File: src/design/dps_params.svh
// Constants of the DDR4 power-state and mode-register link: offsets, fields, timings.
`ifndef DPS_PARAMS_SVH
`define DPS_PARAMS_SVH
// System clocks per half period of the link clock (four gives 400 ns at 10 MHz).
`define DPS_LINK_HALF 4
// Link timings, counted in link clock cycles.
`define DPS_TMRD 8'd8
`define DPS_TMOD 8'd24
`define DPS_TCKE 8'd4
`define DPS_TXP 8'd6
`define DPS_TXS 8'd12
`define DPS_TXSDLL 8'd64
`define DPS_ODTLOFF 8'd4
`define DPS_TSLOW 8'd32
`define DPS_BURST 4'd4
// Value every mode register shadow holds after reset.
`define DPS_MR_RST 14'h0000
// Controller register offsets.
`define DPS_REG_CMD 8'h00
`define DPS_REG_PWR 8'h04
`define DPS_REG_STAT 8'h08
// Command register fields.
`define DPS_CMD_OP 2:0
`define DPS_CMD_SEL 7:4
`define DPS_CMD_ARG 21:8
`define DPS_CMD_ODTAFF 24
`define DPS_CMD_SLOW 25
// Power register fields.
`define DPS_PWR_PD 0
`define DPS_PWR_SR 1
`define DPS_PWR_ODT 2
`define DPS_PWR_NOPX 3
`endif

File: src/design/dps_pkg.sv
// Types shared by both ends of the DDR4 power-state link.
package dps_pkg;
  typedef enum logic [3:0] {
    CMD_DES  = 4'h0,
    CMD_NOP  = 4'h1,
    CMD_MRS  = 4'h2,
    CMD_REF  = 4'h3,
    CMD_PRE  = 4'h4,
    CMD_PREA = 4'h5,
    CMD_ACT  = 4'h6,
    CMD_WR   = 4'h7,
    CMD_RD   = 4'h8,
    CMD_ZQ   = 4'h9,
    CMD_RFU  = 4'ha
  } dps_cmd_type;

  typedef enum logic [2:0] {
    DS_IDLE   = 3'h0,
    DS_ACTIVE = 3'h1,
    DS_PD_PRE = 3'h2,
    DS_PD_ACT = 3'h3,
    DS_SREF   = 3'h4
  } dps_dstate_type;

  typedef enum logic [2:0] {
    CS_INIT = 3'h0,
    CS_RUN  = 3'h1,
    CS_PD   = 3'h2,
    CS_SR   = 3'h3,
    CS_SRX  = 3'h4
  } dps_cstate_type;

  typedef enum logic [2:0] {
    OP_NONE = 3'h0,
    OP_ACT  = 3'h1,
    OP_PREA = 3'h2,
    OP_RD   = 3'h3,
    OP_WR   = 3'h4,
    OP_REF  = 3'h5,
    OP_MRS  = 3'h6
  } dps_op_type;

  typedef struct packed {
    logic        ck;
    logic        cke;
    logic        cs_n;
    logic        act_n;
    logic        ras_n;
    logic        cas_n;
    logic        we_n;
    logic        odt;
    logic [1:0]  bg;
    logic [1:0]  ba;
    logic [13:0] addr;
  } dps_pins_type;

  // Decodes the command pins sampled at one rising link clock edge.
  function automatic dps_cmd_type dps_decode(input dps_pins_type p);
    dps_cmd_type c;
    c = CMD_DES;
    if (p.cs_n) begin
      c = CMD_DES;
    end else if (!p.act_n) begin
      c = CMD_ACT;
    end else begin
      case ({p.ras_n, p.cas_n, p.we_n})
        3'h0: c = CMD_MRS;
        3'h1: c = CMD_REF;
        3'h2: c = p.addr[10] ? CMD_PREA : CMD_PRE;
        3'h3: c = CMD_RFU;
        3'h4: c = CMD_WR;
        3'h5: c = CMD_RD;
        3'h6: c = CMD_ZQ;
        default: c = CMD_NOP;
      endcase
    end
    return c;
  endfunction
endpackage

File: src/design/dps_link_if.sv
// Link between the memory controller and the DDR4 device model.
interface dps_link_if;
  logic        ck;
  logic        cke;
  logic        cs_n;
  logic        act_n;
  logic        ras_n;
  logic        cas_n;
  logic        we_n;
  logic        odt;
  logic [1:0]  bg;
  logic [1:0]  ba;
  logic [13:0] addr;
  modport ctl (output ck, cke, cs_n, act_n, ras_n, cas_n, we_n, odt, bg, ba, addr);
  modport dev (input ck, cke, cs_n, act_n, ras_n, cas_n, we_n, odt, bg, ba, addr);
endinterface

File: src/design/dps_ctl.sv
// DDR4 controller end: link clock divider, power-state sequencing, mode register writes.
//
// The address-and-strobe port and the address map were left to the implementer.
`include "dps_params.svh"
// Function
// - Device decides transitions from clock-enable sample pairs.
// - Hold new clock-enable level for minimum pulse.
// - Deselect during self-refresh exit; reads after lock.
// - Self refresh only from idle with refresh.
// - Only deselect on power-down entry and exit.
// - Self-refresh exit takes deselect, optionally no-operation.
// - Device does no refresh during power-down.
// - Device ignores command pins while powered down.
// - Termination off in self refresh, not affecting states.
// - Power-down kind chosen when command completes.
// - Idle means banks closed, no burst, timers met.
// - Controller only issues listed legal sequences.
// - Seven mode registers, written only by register set.
// - Controller writes all mode registers after reset.
// - Every register write drives all address fields.
// - Register writes leave array contents unchanged.
// - Register writes only in idle state.
// - Two register writes spaced by cycle time.
// - Input-changing writes wait for function update.
// - Only deselects within update delay after write.
// - Special-function writes use their longer delay.
// - Termination low around termination-changing register writes.
module dps_ctl
  import dps_pkg::*;
#(
  parameter int LINK_HALF = `DPS_LINK_HALF
)
(
  input  wire logic        i_sys_clk,
  input  wire logic        i_rst,
  input  wire logic [7:0]  i_addr,
  input  wire logic [31:0] i_wdata,
  input  wire logic        i_wr,
  input  wire logic        i_rd,
  output logic [31:0]      o_rdata,
  dps_link_if.ctl          link
);
  typedef struct packed {
    dps_cstate_type     st;
    logic [2:0]         div;
    logic               ck;
    logic               cke;
    logic [4:0]         pins;
    logic               odt;
    logic [1:0]         bg;
    logic [1:0]         ba;
    logic [13:0]        addr;
    logic [7:0]         t_cke;
    logic [7:0]         t_mrd;
    logic [7:0]         t_mod;
    logic [7:0]         t_xs;
    logic [7:0]         t_dll;
    logic [7:0]         odt_low;
    logic               odt_hold;
    logic [3:0]         burst;
    logic               open;
    logic [2:0]         init_idx;
    logic               init_done;
    logic               pend;
    dps_op_type         p_op;
    logic [3:0]         p_sel;
    logic [13:0]        p_arg;
    logic               p_odtaff;
    logic               p_slow;
    logic               pd_req;
    logic               sr_req;
    logic               odt_en;
    logic               nop_exit;
    logic [6:0][13:0]   mr;
    logic [31:0]        rdata;
  } dps_ctl_st_type;

  dps_ctl_st_type r;
  dps_ctl_st_type n;

  // The three-bit divider counts one link period of 2 * LINK_HALF system clocks.
  if (LINK_HALF < 2 || LINK_HALF > 4) begin : g_half_check
    $error("LINK_HALF must lie between 2 and 4");
  end

  // Pin pattern {cs_n, act_n, ras_n, cas_n, we_n} of each issued command.
  function automatic logic [4:0] enc(input dps_cmd_type c);
    case (c)
      CMD_NOP: enc = 5'h0f;
      CMD_MRS: enc = 5'h08;
      CMD_REF: enc = 5'h09;
      CMD_PREA: enc = 5'h0a;
      CMD_ACT: enc = 5'h07;
      CMD_WR: enc = 5'h0c;
      CMD_RD: enc = 5'h0d;
      default: enc = 5'h1f;
    endcase
  endfunction

  // Counts a timer down to zero and holds it there.
  function automatic logic [7:0] dec8(input logic [7:0] x);
    dec8 = (x == 8'h00) ? 8'h00 : x - 8'h01;
  endfunction

  // Next state: divider, register port, and one command decision per link cycle.
  always_comb begin
    logic launch;
    logic quiet;
    logic idle;
    logic odt_ok;
    logic issue;
    launch = (r.div == 3'(LINK_HALF - 1));
    n = r;
    n.div = (r.div == 3'(2 * LINK_HALF - 1)) ? 3'h0 : r.div + 3'h1;
    n.ck = (n.div < 3'(LINK_HALF));
    quiet = (r.t_mod == 8'h00) && (r.t_xs == 8'h00);
    idle = !r.open && (r.burst == 4'h0) && r.cke && quiet && (r.t_cke == 8'h00);
    odt_ok = !r.p_odtaff || (r.odt_low >= `DPS_ODTLOFF + 8'h01);
    issue = 1'b0;
    // Register writes and reads; a command write is ignored while one is pending.
    if (i_wr && i_addr == `DPS_REG_CMD && !r.pend) begin
      n.pend = 1'b1;
      n.p_op = dps_op_type'(i_wdata[`DPS_CMD_OP]);
      n.p_sel = i_wdata[`DPS_CMD_SEL];
      n.p_arg = i_wdata[`DPS_CMD_ARG];
      n.p_odtaff = i_wdata[`DPS_CMD_ODTAFF];
      n.p_slow = i_wdata[`DPS_CMD_SLOW];
    end
    if (i_wr && i_addr == `DPS_REG_PWR) begin
      n.pd_req = i_wdata[`DPS_PWR_PD];
      n.sr_req = i_wdata[`DPS_PWR_SR];
      n.odt_en = i_wdata[`DPS_PWR_ODT];
      n.nop_exit = i_wdata[`DPS_PWR_NOPX];
    end
    n.rdata = 32'h0000_0000;
    if (i_rd) begin
      case (i_addr)
        `DPS_REG_CMD: n.rdata = {6'h00, r.p_slow, r.p_odtaff, 2'h0, r.p_arg,
                                 r.p_sel, r.pend, r.p_op};
        `DPS_REG_PWR: n.rdata = {28'h0000000, r.nop_exit, r.odt_en, r.sr_req, r.pd_req};
        `DPS_REG_STAT: n.rdata = {23'h000000, (r.burst != 4'h0), !quiet, r.open,
                                  r.cke, r.st, r.pend, r.init_done};
        default: n.rdata = 32'h0000_0000;
      endcase
    end
    if (launch) begin
      n.t_cke = dec8(r.t_cke);
      n.t_mrd = dec8(r.t_mrd);
      n.t_mod = dec8(r.t_mod);
      n.t_xs = dec8(r.t_xs);
      n.t_dll = dec8(r.t_dll);
      n.burst = (r.burst == 4'h0) ? 4'h0 : r.burst - 4'h1;
      n.odt_low = r.odt ? 8'h00 : ((r.odt_low == 8'hff) ? 8'hff : r.odt_low + 8'h01);
      n.pins = enc(CMD_DES);
      if (r.t_mod == 8'h00) begin
        n.odt_hold = 1'b0;
      end
      case (r.st)
        CS_INIT: begin
          // Every mode register is written once from its shadow after reset.
          if (r.t_mrd == 8'h00) begin
            n.pins = enc(CMD_MRS);
            n.bg = {1'b0, r.init_idx[2]};
            n.ba = r.init_idx[1:0];
            n.addr = r.mr[r.init_idx];
            n.t_mrd = `DPS_TMRD;
            n.t_mod = `DPS_TMOD;
            n.init_idx = r.init_idx + 3'h1;
            if (r.init_idx == 3'h6) begin
              n.st = CS_RUN;
              n.init_done = 1'b1;
            end
          end
        end
        CS_RUN: begin
          if (r.sr_req && idle && !r.pend) begin
            n.pins = enc(CMD_REF);
            n.cke = 1'b0;
            n.t_cke = `DPS_TCKE - 8'h01;
            n.st = CS_SR;
          end else if (r.pd_req && r.t_cke == 8'h00 && quiet) begin
            n.cke = 1'b0;
            n.t_cke = `DPS_TCKE - 8'h01;
            n.st = CS_PD;
          end else if (r.pend && quiet) begin
            case (r.p_op)
              OP_MRS: begin
                if (idle && r.t_mrd == 8'h00 && odt_ok && r.p_sel[3:0] < 4'h7) begin
                  issue = 1'b1;
                  n.pins = enc(CMD_MRS);
                  n.bg = {1'b0, r.p_sel[2]};
                  n.ba = r.p_sel[1:0];
                  n.addr = r.p_arg;
                  n.mr[r.p_sel[2:0]] = r.p_arg;
                  n.t_mrd = r.p_slow ? `DPS_TSLOW : `DPS_TMRD;
                  n.t_mod = r.p_slow ? `DPS_TSLOW : `DPS_TMOD;
                  n.odt_hold = r.p_odtaff;
                end else if (r.p_sel[3:0] >= 4'h7) begin
                  n.pend = 1'b0;
                end
              end
              OP_ACT: begin
                issue = 1'b1;
                n.pins = enc(CMD_ACT);
                n.bg = r.p_sel[3:2];
                n.ba = r.p_sel[1:0];
                n.addr = r.p_arg;
                n.open = 1'b1;
              end
              OP_PREA: begin
                issue = (r.burst == 4'h0);
                n.pins = issue ? enc(CMD_PREA) : enc(CMD_DES);
                n.addr = 14'h0400;
                n.open = issue ? 1'b0 : r.open;
              end
              OP_RD, OP_WR: begin
                issue = r.open && (r.burst == 4'h0) && (r.t_dll == 8'h00 || r.p_op == OP_WR);
                n.pins = !issue ? enc(CMD_DES) : (r.p_op == OP_RD) ? enc(CMD_RD) : enc(CMD_WR);
                n.bg = r.p_sel[3:2];
                n.ba = r.p_sel[1:0];
                n.addr = r.p_arg;
                n.burst = issue ? `DPS_BURST : n.burst;
              end
              OP_REF: begin
                issue = idle;
                n.pins = issue ? enc(CMD_REF) : enc(CMD_DES);
              end
              default: n.pend = 1'b0;
            endcase
            if (issue) begin
              n.pend = 1'b0;
            end
          end
        end
        CS_PD: begin
          if (!r.pd_req && r.t_cke == 8'h00) begin
            n.cke = 1'b1;
            n.t_cke = `DPS_TCKE - 8'h01;
            n.t_xs = `DPS_TXP;
            n.st = CS_RUN;
          end
        end
        CS_SR: begin
          if (!r.sr_req && r.t_cke == 8'h00) begin
            n.cke = 1'b1;
            n.t_cke = `DPS_TCKE - 8'h01;
            n.t_xs = `DPS_TXS;
            n.t_dll = `DPS_TXSDLL;
            n.st = CS_SRX;
          end
        end
        CS_SRX: begin
          n.pins = r.nop_exit ? enc(CMD_NOP) : enc(CMD_DES);
          if (r.t_xs == 8'h00) begin
            n.pins = enc(CMD_DES);
            n.st = CS_RUN;
          end
        end
        default: n.st = CS_INIT;
      endcase
      // Termination waits for DLL lock and drops around affecting register writes.
      n.odt = r.odt_en && (n.st == CS_RUN) && (r.t_dll == 8'h00) && !n.odt_hold
              && !(n.pend && n.p_op == OP_MRS && n.p_odtaff);
    end
  end

  // State register; reset leaves the link deselected with the clock enable high.
  always_ff @(posedge i_sys_clk) begin
    if (i_rst) begin
      r <= '0;
      r.pins <= 5'h1f;
      r.cke <= 1'b1;
      r.ck <= 1'b1;
      r.mr <= {7{`DPS_MR_RST}};
    end else begin
      r <= n;
    end
  end

  // Link pins and read data come straight from the state register.
  assign link.ck = r.ck;
  assign link.cke = r.cke;
  assign link.cs_n = r.pins[4];
  assign link.act_n = r.pins[3];
  assign link.ras_n = r.pins[2];
  assign link.cas_n = r.pins[1];
  assign link.we_n = r.pins[0];
  assign link.odt = r.odt;
  assign link.bg = r.bg;
  assign link.ba = r.ba;
  assign link.addr = r.addr;
  assign o_rdata = r.rdata;
endmodule

File: src/flat_wrapper.sv
// flat-port wrapper written by rule: the top's interface ports become plain ports
module dps_ctl_flat import dps_pkg::*;
#(
  parameter int LINK_HALF = `DPS_LINK_HALF
)
  (i_sys_clk, i_rst, i_addr, i_wdata, i_wr, i_rd, o_rdata, link_ck, link_cke, link_cs_n, link_act_n, link_ras_n, link_cas_n, link_we_n, link_odt, link_bg, link_ba, link_addr);
  dps_link_if link_i ();
  input  wire logic i_sys_clk;
  input  wire logic i_rst;
  input  wire logic [7:0] i_addr;
  input  wire logic [31:0] i_wdata;
  input  wire logic i_wr;
  input  wire logic i_rd;
  output logic [31:0] o_rdata;
  output wire logic [$bits(link_i.ck)-1:0] link_ck;
  output wire logic [$bits(link_i.cke)-1:0] link_cke;
  output wire logic [$bits(link_i.cs_n)-1:0] link_cs_n;
  output wire logic [$bits(link_i.act_n)-1:0] link_act_n;
  output wire logic [$bits(link_i.ras_n)-1:0] link_ras_n;
  output wire logic [$bits(link_i.cas_n)-1:0] link_cas_n;
  output wire logic [$bits(link_i.we_n)-1:0] link_we_n;
  output wire logic [$bits(link_i.odt)-1:0] link_odt;
  output wire logic [$bits(link_i.bg)-1:0] link_bg;
  output wire logic [$bits(link_i.ba)-1:0] link_ba;
  output wire logic [$bits(link_i.addr)-1:0] link_addr;
  assign link_ck = link_i.ck;
  assign link_cke = link_i.cke;
  assign link_cs_n = link_i.cs_n;
  assign link_act_n = link_i.act_n;
  assign link_ras_n = link_i.ras_n;
  assign link_cas_n = link_i.cas_n;
  assign link_we_n = link_i.we_n;
  assign link_odt = link_i.odt;
  assign link_bg = link_i.bg;
  assign link_ba = link_i.ba;
  assign link_addr = link_i.addr;
  dps_ctl #(.LINK_HALF(LINK_HALF)) u_core (.i_sys_clk(i_sys_clk), .i_rst(i_rst), .i_addr(i_addr), .i_wdata(i_wdata), .i_wr(i_wr), .i_rd(i_rd), .o_rdata(o_rdata), .link(link_i));
endmodule
File: config.mk
export PLATFORM = sky130hd
export DESIGN_NAME = dps_ctl_flat
export DESIGN_NICKNAME = d
export VERILOG_FILES = /design/src/design/dps_pkg.sv /design/src/design/dps_link_if.sv /design/src/design/dps_ctl.sv /design/src/flat_wrapper.sv
export VERILOG_INCLUDE_DIRS = /design/src /design/src/design
export SDC_FILE = /design/constraint.sdc
export NUM_CORES = 1
export LEC_CHECK = 0
export CORE_ASPECT_RATIO = 1.75
export CORE_MARGIN = 2
export CORE_UTILIZATION = 45
export CTS_CLUSTER_SIZE = 28
export DETAILED_ROUTE_END_ITERATION = 8
export DONT_BUFFER_PORTS = 1
export MAX_ROUTING_LAYER = met4
export SLEW_MARGIN = 25
export SYNTH_ARGS = -nofsm -noshare
export SYNTH_HDL_FRONTEND = slang
export SYNTH_SLANG_ARGS = --single-unit
File: constraint.sdc
create_clock -name i_sys_clk -period 8.39 [get_ports i_sys_clk]
set_input_delay 1.2585 -clock i_sys_clk [delete_from_list [all_inputs] [get_ports i_sys_clk]]
set_output_delay 1.2585 -clock i_sys_clk [all_outputs]
set_load 0.01 [all_outputs]
### Yosys cells after proc, flatten, opt, wreduce, memory -nomap -nowiden

Index checks and enable logic that the tools add are counted.

| cells by class | value |
|---|---|
| add/subtract/negate cells | 9 |
| $lt $le $gt $ge | 7 |
| eq/ne operators | 34 |
| mux-type cells | 97 |
| bitwise logic cells | 3 |
| reduce and logical (&&, ||, !) cells | 59 |

Operator list:

| operator | count |
|---|---|
| 16-bit 2-to-1 mux | 7 |
| 8-bit 2-to-1 mux | 13 |
| 98-bit bitwise mux | 1 |
| 18-bit 2-to-1 mux | 5 |
| 26-bit case mux with 3 select lines | 1 |
| 8-bit logical NOT | 6 |
| 6-bit 2-to-1 mux | 8 |
| 5-bit 2-to-1 mux | 9 |
| 14-bit binary-select mux with 3-bit select | 1 |
| 14-bit demux with 3-bit select | 1 |
| 14-bit case mux with 3 select lines | 1 |
| 8-bit by 1-bit subtractor with 8-bit output (second input constant) | 5 |
| 18-bit case mux with 2 select lines | 1 |
| 16-bit case mux with 2 select lines | 1 |
| 14-bit 2-to-1 mux | 2 |
| 1-bit logical AND | 27 |
| 3-bit 2-to-1 mux | 9 |
| 5-bit case mux with 5 select lines | 1 |
| 24-bit 2-to-1 mux | 1 |
| 8-bit case mux with 3 select lines | 1 |
| 1-bit 2-to-1 mux | 23 |
| 3-bit equality test (second input constant) | 7 |
| 8-bit case mux with 2 select lines | 1 |
| 8-bit AND reduction | 2 |
| other kinds (42) | 75 |

| storage, ports and cells | value |
|---|---|
| register bits | 248 |
| input port bits | 44 |
| output and inout bits | 58 |
| word-level logic and storage cells | 247 |

### Longest topological paths before layout

Gate-level depths: netlist (run 1).

| depth | value |
|---|---|
| word-level depth | 25 |
| mapped depth | 11 |
| gate-level depth less buffers | 8 |

### Worst setup path before layout (run 1)

OpenSTA, ideal clock, no wires.

| path | value |
|---|---|
| path kind | input to register |
| start point | input i_addr[3] |
| end point | register u_core.r, in the netlist u_core.link.odt |
| setup time | 0.122 ns |
| arrival time | 3.048 ns |
| data required time | 8.268 ns |
| slack | 5.220 ns |
| stages on the path | 6 |
| path buffers | 0 |
| cell sequence | or4b_2 nor4_1 nand3_1 a21o_1 a211oi_1 o21ai_1 |

| on the way | value |
|---|---|
| cells in the longest elaborated chain, start to end | 17 |
| elaborated cells on any way between the ends | 18 |
| classes of those cells | eq/ne (1); mux (10); reduce/logical (7) |

RTL lines:

| element | RTL line | source |
|---|---|---|
| from (decl) | flat_wrapper.sv:10 | `input wire logic [7:0] i_addr;` |
| 8-bit logical NOT (no line) (*) | -- |  |
| 1-bit logical AND (no line) (*) | -- |  |
| 1-bit logical AND (*) | dps_ctl.sv:121 | `` if (i_wr && i_addr == `DPS_REG_CMD && !r.pend) begin `` |
| 24-bit 2-to-1 mux (*) | dps_ctl.sv:121 |  |
| 1-bit 2-to-1 mux | dps_ctl.sv:198 | `end else if (r.p_sel[3:0] >= 4'h7) begin` |
| 1-bit 2-to-1 mux | dps_ctl.sv:188 | `if (idle && r.t_mrd == 8'h00 && odt_ok && r.p_sel[3:0] < 4'h7) begin` |
| 1-bit case mux with 2 select lines | dps_ctl.sv:186 | `case (r.p_op)` |
| 1-bit 2-to-1 mux | dps_ctl.sv:230 | `if (issue) begin` |
| 1-bit 2-to-1 mux | dps_ctl.sv:185 | `end else if (r.pend && quiet) begin` |
| 1-bit 2-to-1 mux | dps_ctl.sv:181 | `end else if (r.pd_req && r.t_cke == 8'h00 && quiet) begin` |
| 1-bit 2-to-1 mux | dps_ctl.sv:176 | `if (r.sr_req && idle && !r.pend) begin` |
| 1-bit 2-to-1 mux | dps_ctl.sv:158 | `case (r.st)` |
| 1-bit 2-to-1 mux | dps_ctl.sv:146 | `if (launch) begin` |
| 1-bit logical AND | dps_ctl.sv:263 | `&& !(n.pend && n.p_op == OP_MRS && n.p_odtaff);` |
| 1-bit logical AND (*) | dps_ctl.sv:263 |  |
| 1-bit logical NOT (*) | dps_ctl.sv:263 |  |
| 1-bit logical AND (*) | dps_ctl.sv:263 |  |
| to (signal assigned) | dps_ctl.sv:276 | `r <= n;` |
| to (decl) | dps_ctl.sv:78 | `dps_ctl_st_type r;` |

Mark *: on every way between the ends. The rest lies on a longest branch, timed or not. The select of a mux whose other input is x is not followed.
A chain may end at the register's enable or synchronous reset.

### Final worst setup path (run 1)

| path | value |
|---|---|
| start point | register u_core.r[208] (netlist bit) |
| end point | register u_core.r[66] (netlist bit) |

| on the way | value |
|---|---|
| cells in the longest elaborated chain, start to end | 6 |
| elaborated cells on any way between the ends | 12 |
| classes of those cells | bitwise (2); reduce/logical (10) |

RTL lines:

| element | RTL line | source |
|---|---|---|
| 8-bit logical NOT (*) | dps_ctl.sv:117, dps_ctl.sv:181 |  |
| 1-bit logical AND | dps_ctl.sv:117 | `idle = !r.open && (r.burst == 4'h0) && r.cke && quiet && (r.t_cke == 8'h00);` |
| 1-bit logical AND, on equally long branches (2 in a row) | dps_ctl.sv:188, dps_ctl.sv:176 |  |
| 1-bit logical AND or 1-bit NOT (tied branches) | -- |  |
| 7-bit AND reduction (no line) (*) | -- |  |

Mark *: on every way between the ends. The rest lies on a longest branch, timed or not.

==> metrics.md, run 1 <==
| Metric | Value |
|---|---|
| Clock skew | `0.0209 ns` |
| Later-pin clock latency in the skew report | `0.54 ns` |
| Vias in the first global route | `9325` |
| Pins over their slew limit | `0` |
| Drt drc | `0` |
| Hold Path Sink | `u_core.r[242]$_SDFF_PP0_` |
| Worst Path Required | `8.86 ns` |
| Mapped Area | `0.0117 mm²` |
| Core Footprint | `0.0258 mm²` |
| Overall global routing resource usage | `25.5%` |
| Gpl congestion | `0.955` |
| WHS | `0.423 ns` |
| CTS Sinks | `240` |
| R2R Setup Slk | `4.75 ns` |
| Critical path arrival | `4.12 ns` |
| Register area | `0.00480 mm²` |
| Worst Reg2Reg Path Length in Cells | `8` |
| R2r endpoint | `u_core.r[66]$_SDFFE_PP0P_` |
| Ys async rst share | `0%` |
| Pin count of the biggest net entering global routing | `200` |
| Layout Nets | `1377` |
| Worst r2r src | `u_core.r[208]$_SDFFE_PP0P_` |
| Max Clock Freq | `0.274 GHz` |
| Root Buffer | `clkbuf_16` |
| DIE AREA | `0.0273 mm²` |
| Drt initial violations | `816` |
| Multi-input logic area | `0.00602 mm²` |
| CTS max path bufs | `3` |
| P_leak | `4.01 nW` |
| Final Critical Period | `3.64 ns` |
| Max transition margin | `27.2%` |
| RSZ-0062 raised after global routing | `no` |
| Placed cell area | `0.0114 mm²` |
| Post-route cell area | `0.0123 mm²` |
| Tot Pwr | `0.00249 W` |
| H-Tree Level Count | `1` |
| Row count | `78` |
| Cells after Synth | `1427` |
| Worst-Margin Slew | `1.08 ns` |
| Area delta synth->final | `5.33%` |
| Crit-path max FO | `14` |
| Global-route wire length before repair | `53.3 mm` |
| Pwr dens | `202 mW/mm²` |
| Setup violators final | `0` |
| I/O Buffers | `0` |
| Hold Path Stages | `1` |
| Setup TNS | `0 ns` |
| Status | `finished clean` |
| Commonest non-fill, non-tap cell in the layout | `nand2_1` |
| Final period utilization | `43.4%` |
| DR pass1 iterations | `5` |
| Syn. warnings | `0` |
| Clk slew on worst S/H paths | `0.06 ns` |
| Hold path start | `u_core.r[242]$_SDFF_PP0_` |
| Syn avg cell area | `8.18 µm²` |
| Vias | `9878` |
| Number of cells after detailed placement | `1612` |
| Layout cells sized above 1 | `9.80%` |
| Fillers | `2554` |
| Die Wd | `126 µm` |
| Final Hold Fails | `0` |
| EDFF count, synth | `0` |
| Type of origin of the critical path | `flop` |
| Average wire per standard cell | `21.0 µm` |
| Cts bufs inserted | `24` |
| DIE HEIGHT | `217 µm` |
| Worst Hold Class | `reg2reg` |
| Maximum vdd drop | `0.000139 V` |
| Initial Util | `45.3%` |
| Worst setup EP type | `flop` |
| Commonest non-fill, non-tap cells in the layout | `nand2_1 (281), dfxtp_1 (240), a21oi_1 (171)` |
| Routed Wire Length | `34.8 mm` |
| Gr ovfl total | `0` |
| Distinct cells, synth | `76` |
| CTS tree | `done` |
| Avg Vias per Cell | `5.96` |
| Flops & latches, synth | `240` |
| Setup bufs post-CTS | `0` |
| Post-layout instance count excluding filler cells | `1658` |
| Seq/Total Area, Yosys | `41.2%` |
| Resize count post-CTS | `0` |
| ANT nets after route | `0` |
| Initial antenna violation count | `2` |
| Hold-fix buffers, CTS | `0` |
| Crit path kind | `reg2reg` |
| Ports | `102` |
| Final HPWL DP | `23.3 mm` |
| Ys flop type | `dfxtp_1` |
| Max-Cap Viols | `0` |
synth_stat cells (6+ instances only):
cell      instances  area, µm²
mux2i_1          27        270
nand3_1          17       85.1
clkbuf_1         83        312
o211ai_1         46        345
a21oi_2          10       87.6
or4_1             9       67.6
nor2_1          101        379
a211oi_1         16        120
ha_1             14        175
nor3_1           36        180
buf_2            12       60.1
nor3b_1           7       52.6
and2_1           16        100
buf_1            10       37.5
nand2b_1         11       68.8
o31ai_1           6       45.0
a31oi_1          18        113
dfxtp_1         240       4800
nand2_2          10       62.6
o21a_1           19        143
nand2_1         281       1050
nand4_1          12       75.1
o21ai_0          31        155
a21oi_1         171        856
buf_4            51        383
inv_1            22       82.6
nor4_1           10       62.6
or3_1             9       56.3
nor4_4            7        149
and3_1            7       43.8
nor2b_1          15       93.8
mux4_2           14        315
power by group:
group          total [W]  switching [W]  leakage (nW)  internal, W
Sequential       0.00117      0.0000176          1.94      0.00115
Combinational   0.000142      0.0000937          1.65    0.0000487
Clock            0.00117       0.000470         0.424     0.000702
registers in the layout, indices dropped and copies added (netlist names), 2 cells and up:
register          flops
u_core.o_rdata       24
u_core.link.bg        2
u_core.link.ba        2
u_core.link.addr     14
u_core.r            190
metrics by stage:
step                      util (%)  setup slack, ns
final                         47.7             4.75
after global routing          47.7             4.57
after CTS                     47.7             4.79
after detailed placement      44.3             4.72
after global placement        44.3             4.43
after floorplan                  -             5.22
per-layer routing:
layer	vias up	routed length, µm	part of all wire, %	GRT usage (%)
met5	-	0	0	-
met4	0	2350	6.8	16.5
met3	108	1340	3.9	2.88
met2	291	18700	54	46.3
met1	4735	12400	36	25.7
li1	4744	-	-	-
worst max-delay path by stage:
stage                                          start                             to  slack, ns  cells after the start
final                     u_core.r[208]$_SDFFE_PP0P_      u_core.r[66]$_SDFFE_PP0P_       4.75                      8
after global placement                     i_addr[1]  u_core.o_rdata[14]$_SDFF_PP0_       4.43                      6
after floorplan                            i_addr[3]   u_core.link.odt$_SDFFE_PP0P_       5.22                      6
after CTS                 u_core.r[208]$_SDFFE_PP0P_      u_core.r[86]$_SDFFE_PP0P_       4.79                      8
after global routing      u_core.r[208]$_SDFFE_PP0P_      u_core.r[72]$_SDFFE_PP0P_       4.57                      8
after detailed placement                   i_addr[1]  u_core.o_rdata[20]$_SDFF_PP0_       4.72                      6
worst max-delay path, stage by stage, from the launching register on:
cell,delay (ns)
dfxtp_1,0.32
inv_1,0.09
ha_1,0.18
nor3b_2,0.50
nand4_2,0.30
or4b_1,0.89
nor4_4,0.99
nand2_1,0.12
a21oi_1,0.18
cell families (layout without fill, tap and decap cells):
| kind of cell | Yosys count | after routing | share of synthesized area (%) |
|---|---|---|---|
| and+or+nand+nor | 582 | 582 | 24.6 |
| AOI/OAI and AO/OA | 360 | 360 | 19.3 |
| DFF | 240 | 240 | 41.2 |
| buffers and inverters | 180 | 83 | 7.76 |
| muxes | 41 | 41 | 5.02 |
| adders and majority gates | 14 | 14 | 1.50 |
| xor gates and xnor gates | 9 | 9 | 0.675 |
| other | 1 | 9 | 0.0321 |
cell type report:
type,instances,share of cell area [%]
clock buffer,32,5.63
multi-input combinational,1014,49.0
sequential,240,39.1
inverter,22,0.672
timing repair buffer,17,1.04
clock inverter,12,1.32
antenna,1,0.0204
tap,320,3.26
Note: power is estimated with default switching activity, not from simulation.
==> inputs of run 2 (changes only) <==
==> constraint.sdc (replaced) <==
create_clock -name i_sys_clk -period 3.1 [get_ports i_sys_clk]
set_input_delay 0.465 -clock i_sys_clk [delete_from_list [all_inputs] [get_ports i_sys_clk]]
set_output_delay 0.465 -clock i_sys_clk [all_outputs]
set_load 0.01 [all_outputs]
==> run 2 against run 1 <==
  * First-iteration DRC count shrank 6.6%
  * Flip-flop and latch count is the same
  * Critical endpoint is now u_core.link.we_n$_SDFFE_PP1P_
  * Largest power group unchanged
  * Global-route usage grew 1.2 points
  * Highest routed layer unchanged
==> metrics.md, run 2 (synthesis results as in run 1) <==
| Metric | Value |
|---|---|
| ANT nets after route | `0 (unchanged)` |
| Max-Cap Viols | `0 (unchanged)` |
| Final Critical Period | `2.97 ns (-0.677 ns)` |
| Crit path cell chain | `inv_1 > ha_1 > or3b_2 > nor4_4 > buf_4 > nand3_1 > a31o_2 > a2111oi_0 > buf_4 > o31ai_1` |
| Type of origin of the critical path | `flop` |
| Family with the most delay on the worst path | `simple AND/OR/NAND/NOR gates` |
| Most used cell, CP | `buf_4` |
| Setup violators final | `0 (unchanged)` |
| Ant diodes | `0 (-1)` |
| Global-route wire length before repair | `55.7 mm (+4.5%)` |
| Worst Path Required | `3.52 ns (-5.34 ns)` |
| DIE HEIGHT | `217 µm (unchanged)` |
| Pins over their slew limit | `0 (unchanged)` |
| Ports | `102 (unchanged)` |
| Maximum vdd drop | `0.000404 V (+190%)` |
| Fillers | `2528 (-1.0%)` |
| Cts bufs inserted | `24 (unchanged)` |
| Clock skew | `0.0141 ns (-0.00672 ns)` |
| Drt drc | `0 (unchanged)` |
| Setup TNS | `0 ns (unchanged)` |
| Max Clock Freq | `0.337 GHz (+23%)` |
| Initial antenna violation count | `0 (-2)` |
| Worst Hold Class | `in2reg` |
| Gr ovfl total | `0 (unchanged)` |
| Max transition margin | `43.5% (+16 points)` |
| Routed Wire Length | `36.2 mm (+4.1%)` |
| DIE AREA | `0.0273 mm² (unchanged)` |
| Commonest non-fill, non-tap cell in the layout | `nand2_1` |
| CTS max path bufs | `3 (unchanged)` |
| CTS Sinks | `240 (unchanged)` |
| Later-pin clock latency in the skew report | `0.54 ns (about the same)` |
| Vias | `10088 (+2.1%)` |
| Row count | `78 (unchanged)` |
| Status | `finished clean` |
| Initial Util | `45.3% (unchanged)` |
| Final period utilization | `95.7% (+52 points)` |
| I/O Buffers | `0 (unchanged)` |
| Gpl congestion | `1.03 (+8.1%)` |
| Core Footprint | `0.0258 mm² (unchanged)` |
| DR pass1 iterations | `5 (unchanged)` |
| Crit-path max FO | `4 (-10)` |
| Worst-Margin Slew | `0.847 ns (-0.238 ns)` |
| Pwr dens | `507 mW/mm² (+150%)` |
| Drt initial violations | `762 (-6.6%)` |
| Setup bufs post-CTS | `0 (unchanged)` |
| Avg Vias per Cell | `5.84 (-2.0%)` |
| Root Buffer | `clkbuf_16` |
| Crit path kind | `reg2reg` |
| Overall global routing resource usage | `26.8% (+1.2 points)` |
| Layout Nets | `1448 (+5.2%)` |
| Pin count of the biggest net entering global routing | `172 (-14%)` |
| Clk slew on worst S/H paths | `0.06 ns (about the same)` |
| CTS tree | `done` |
| Register bank with the most flops | `u_core.r` |
| Average wire per standard cell | `20.9 µm (about the same)` |
| Layout cells sized above 1 | `13.4% (+3.6 points)` |
| H-Tree Level Count | `1 (unchanged)` |
| Critical path's largest stage delay | `0.54 ns (-0.45 ns)` |
| Die Wd | `126 µm (unchanged)` |
| Slowest CP cell | `or3b_2` |
| Critical path arrival | `3.39 ns (-0.73 ns)` |
| P_leak | `4.32 nW (+7.9%)` |
| Final Hold Fails | `0 (unchanged)` |
| WHS | `0.0104 ns (-0.413 ns)` |
| Buffers plus inverters on the worst setup path | `3 (+2)` |
| Worst setup EP type | `flop` |
| Commonest non-fill, non-tap cells in the layout | `nand2_1 (281), dfxtp_1 (240), a21oi_1 (171)` |
| RSZ-0062 raised after global routing | `no` |
| Area delta synth->final | `9.72%` |
| Vias in the first global route | `9767 (+4.7%)` |
| Final HPWL DP | `25.1 mm (+7.6%)` |
| Largest register FFs | `190 (unchanged)` |
## run 2: cell types whose count changed in the layout (fill, tap and decap cells not counted), moves of 2 or more
cell           previous run  this run
buf_4                    17        75
dlygate4sd3_1             0         7
buf_12                    0         6
bufinv_16                 4         0
clkbuf_1                  3         7
clkinv_2                  7         5
nor2_1                   99       101
nor2_2                    2         0
## run 2: area by class of cell
cell class	instances	area (µm²)	share of cell area [%]
Clock buffer	37	721	5.63
Tap cell	320	400	3.13
Inverter	22	82.6	0.645
Clock inverter	7	41.3	0.322
Sequential cell	240	4800	37.5
Multi-Input combinational cell	1014	6010	46.9
Timing Repair Buffer	88	753	5.88
## run 2: what timing repair did
item / in CTS / in global routing
resized for setup: 0 / 1
hold endpoints to repair: 12 / 5
setup endpoints to repair: 0 / 2
hold buffers: 4 / 3
## run 2: per-stage QoR
stage	setup slack, ns	area (µm²)	cells	power, W	utilization [%]
finish	0.132	12800	1728	0.00649	49.7
floorplan	0.314	11700	1434	0.00358	-
CTS	0.133	12800	1725	0.00654	49.6
detailed placement	0.167	12000	1677	0.00367	46.5
global placement	0.115	12000	1677	0.00366	46.5
global route	0.00810	12800	1728	0.00671	49.7
## run 2: power by group
group,switching (W),internal (W)
clock,0.00127,0.00160
sequential,0.0000440,0.00312
combinational,0.000277,0.000174
total,0.00159,0.00490
## run 2: final timing paths
kind	end	from	cells past startpoint	slack [ns]
worst min register to register	u_core.r[242]$_SDFF_PP0_	u_core.r[242]$_SDFF_PP0_	1	0.43
worst min-delay path	u_core.r[76]$_SDFFE_PP0P_	i_rst	1	0.01
worst max-delay path	u_core.link.we_n$_SDFFE_PP1P_	u_core.r[192]$_SDFFE_PP0P_	10	0.13
worst max register to register	u_core.link.we_n$_SDFFE_PP1P_	u_core.r[192]$_SDFFE_PP0P_	10	0.13
## run 2: worst register-to-register path, stage by stage (launching register included)
cell       delay [ns]
dfxtp_1          0.33
inv_1            0.07
ha_1             0.18
or3b_2           0.54
nor4_4           0.42
buf_4            0.20
nand3_1          0.07
a31o_2           0.25
a2111oi_0        0.54
buf_4            0.21
o31ai_1          0.05
## run 2: routing by layer
| metal | share of wire [%] | global-route usage (%) | up-vias |
|---|---|---|---|
| li1 | - | - | 4870 |
| met1 | 35 | 26.8 | 4803 |
| met2 | 54 | 48.9 | 306 |
| met3 | 4.1 | 3.24 | 109 |
| met4 | 6.9 | 16.7 | 0 |
| met5 | 0 | - | - |
==> inputs of run 3 (changes only) <==
==> constraint.sdc (replaced) <==
create_clock -name i_sys_clk -period 2.9 [get_ports i_sys_clk]
set_input_delay 0.435 -clock i_sys_clk [delete_from_list [all_inputs] [get_ports i_sys_clk]]
set_output_delay 0.435 -clock i_sys_clk [all_outputs]
set_load 0.01 [all_outputs]
==> run 3 against run 2 <==
  * Fmax up 8.1%
  * Final cell count increased by 0.29%
  * Non-clock buffer count grew 8
  * Clock power up 7.7%
  * Clock skew is 0.0011 ns lower
  * Highest routed layer unchanged
  * Hold slack got worse by 0.0051 ns
  * Critical endpoint is now u_core.link.bg[1]$_SDFFE_PP0P_
  * Core utilization up 0.45 points
  * Count of clock-buffer cells in the layout down 5
  * Flip-flop and latch count stayed put
  * Register-to-register slack better by 0.02 ns
  * Routed wire length up 0.41%
==> metrics.md, run 3 (synthesis results as in run 1) <==
| Metric | Value |
|---|---|
| Status | `finished clean` |
| Setup TNS | `0 ns (unchanged)` |
| Core Footprint | `0.0258 mm² (unchanged)` |
| Later-pin clock latency in the skew report | `0.54 ns (about the same)` |
| Overall global routing resource usage | `27.0% (+0.20 points)` |
| Pin count of the biggest net entering global routing | `131 (-24%)` |
| Pins over their slew limit | `0 (unchanged)` |
| Final period utilization | `94.7% (-1.1 points)` |
| Layout Nets | `1455 (+0.48%)` |
| Family with the most delay on the worst path | `simple AND/OR/NAND/NOR gates` |
| Drt drc | `0 (unchanged)` |
| Buffers plus inverters on the worst setup path | `2 (-1)` |
| CTS max path bufs | `3 (unchanged)` |
| Crit path cell chain | `inv_1 > ha_1 > or3b_2 > nor4_4 > buf_6 > a41oi_2 > a211o_1 > or3_1 > a21oi_1` |
| Vias | `10177 (+0.88%)` |
| Die Wd | `126 µm (unchanged)` |
| Critical path arrival | `3.21 ns (-0.18 ns)` |
| H-Tree Level Count | `1 (unchanged)` |
| Crit-path max FO | `9 (+5)` |
| ANT nets after route | `0 (unchanged)` |
| Average wire per standard cell | `21.0 µm (+0.12%)` |
| Final Critical Period | `2.75 ns (-0.222 ns)` |
| Post-route cell area | `0.0129 mm² (+0.91%)` |
| Initial Util | `45.3% (unchanged)` |
| Tot Pwr | `0.00701 W (+8.1%)` |
| DIE AREA | `0.0273 mm² (unchanged)` |
| DIE HEIGHT | `217 µm (unchanged)` |
| Pwr dens | `543 mW/mm² (+7.1%)` |
| Ports | `102 (unchanged)` |
| CTS tree | `done` |
| Layout cells sized above 1 | `14.4% (+1.0 points)` |
| Area delta synth->final | `10.7%` |
| Global-route wire length before repair | `56.1 mm (+0.68%)` |
| Avg Vias per Cell | `5.87 (+0.59%)` |
| Ant diodes | `0 (unchanged)` |
| Worst setup EP type | `flop` |
| Vias in the first global route | `9771 (+0.041%)` |
| Cts bufs inserted | `23 (-4.2%)` |
| Clk slew on worst S/H paths | `0.06 ns (about the same)` |
| Largest register FFs | `190 (unchanged)` |
| Commonest non-fill, non-tap cells in the layout | `nand2_1 (281), dfxtp_1 (240), a21oi_1 (171)` |
| Slowest CP cell | `or3b_2` |
| Placed cell area | `0.0121 mm² (+0.73%)` |
| DR pass1 iterations | `5 (unchanged)` |
| Initial antenna violation count | `0 (unchanged)` |
| Max-Cap Viols | `0 (unchanged)` |
| Register bank with the most flops | `u_core.r` |
| Row count | `78 (unchanged)` |
| Drt initial violations | `832 (+9.2%)` |
| CTS Sinks | `240 (unchanged)` |
| Maximum vdd drop | `0.000369 V (-8.8%)` |
| Worst-Margin Slew | `0.909 ns (+0.0624 ns)` |
| Max transition margin | `39.2% (-4.3 points)` |
| Worst Hold Class | `in2reg` |
| Final HPWL DP | `24.8 mm (-1.1%)` |
| Routed Wire Length | `36.3 mm (+0.41%)` |
| Clock skew | `0.0130 ns (-0.00110 ns)` |
| Root Buffer | `clkbuf_16` |
| P_leak | `4.39 nW (+1.5%)` |
| Final Hold Fails | `0 (unchanged)` |
| Setup violators final | `0 (unchanged)` |
| Crit path kind | `reg2reg` |
| Worst Path Required | `3.36 ns (-0.16 ns)` |
| Max Clock Freq | `0.364 GHz (+8.1%)` |
| Gpl congestion | `1.05 (+2.1%)` |
| I/O Buffers | `0 (unchanged)` |
| Type of origin of the critical path | `flop` |
| Commonest non-fill, non-tap cell in the layout | `nand2_1` |
| RSZ-0062 raised after global routing | `no` |
| Critical path's largest stage delay | `0.53 ns (about the same)` |
| Gr ovfl total | `0 (unchanged)` |
run 3: cell count changes in the layout (fill, tap and decap cells not counted), sizes merged:
| cell | change |
|---|---|
| buf | +12 |
| clkbuf | -5 |
| dlygate4sd3 | -4 |
| bufinv | +2 |
run 3: routing by layer:
layer / GRT usage (%) / vias up / share of wire [%]
li1: - / 4878 / -
met1: 27.9 / 4853 / 36
met2: 48.3 / 321 / 53
met3: 2.93 / 125 / 4.0
met4: 17.2 / 0 / 6.9
met5: - / - / 0
run 3: layout make-up:
class	count	area (µm²)
clock buffers	32	649
clock inverters	9	105
fillers	2491	12800
inverters	22	82.6
multi-input cells	1014	6050
flip-flops and latches	240	4800
well taps	320	400
repair buffers	96	837
run 3: where the power goes:
part / internal (W) / switching, W / total, W
Sequential: 0.00334 / 0.0000488 / 0.00339
Clock: 0.00175 / 0.00134 / 0.00309
Combinational: 0.000205 / 0.000336 / 0.000541
run 3: repair_timing:
action                                  CTS  global route
buffers inserted                          0             0
endpoints found under the hold margin   131             0
hold buffers                              5             0
endpoints found under the setup margin    0            34
resized for setup                         0             7
run 3: final timing paths:
path              slack, ns                  startpoint                              to  cells after the start
setup reg to reg       0.15  u_core.r[192]$_SDFFE_PP0P_  u_core.link.bg[1]$_SDFFE_PP0P_                      9
hold reg to reg        0.43    u_core.r[242]$_SDFF_PP0_        u_core.r[242]$_SDFF_PP0_                      1
setup / recovery       0.15  u_core.r[192]$_SDFFE_PP0P_  u_core.link.bg[1]$_SDFFE_PP0P_                      9
hold / removal        0.005                       i_rst      u_core.r[195]$_SDFFE_PP0P_                      1
run 3: worst register-to-register path: stages (launching register included):
cell and delay (ns):
dfxtp_1 0.33, inv_1 0.06, ha_1 0.18, or3b_2 0.53, nor4_4 0.28, buf_6 0.19, a41oi_2 0.19, a211o_1 0.40
or3_1 0.39, a21oi_1 0.12
run 3: stage by stage:
stage / hold WS [ns] / setup slack [ns] / util [%] / std cells
4_1_cts: 0.000596 / 0.0117 / 50.0 / 1733
2_1_floorplan: 0.404 / 0.114 / - / 1434
3_5_place_dp: 0.419 / 0.113 / 46.8 / 1687
5_1_grt: 0.00603 / 0.00954 / 50.2 / 1733
3_3_place_gp: 0.411 / 0.129 / 46.8 / 1687
6_report: 0.00529 / 0.154 / 50.2 / 1733
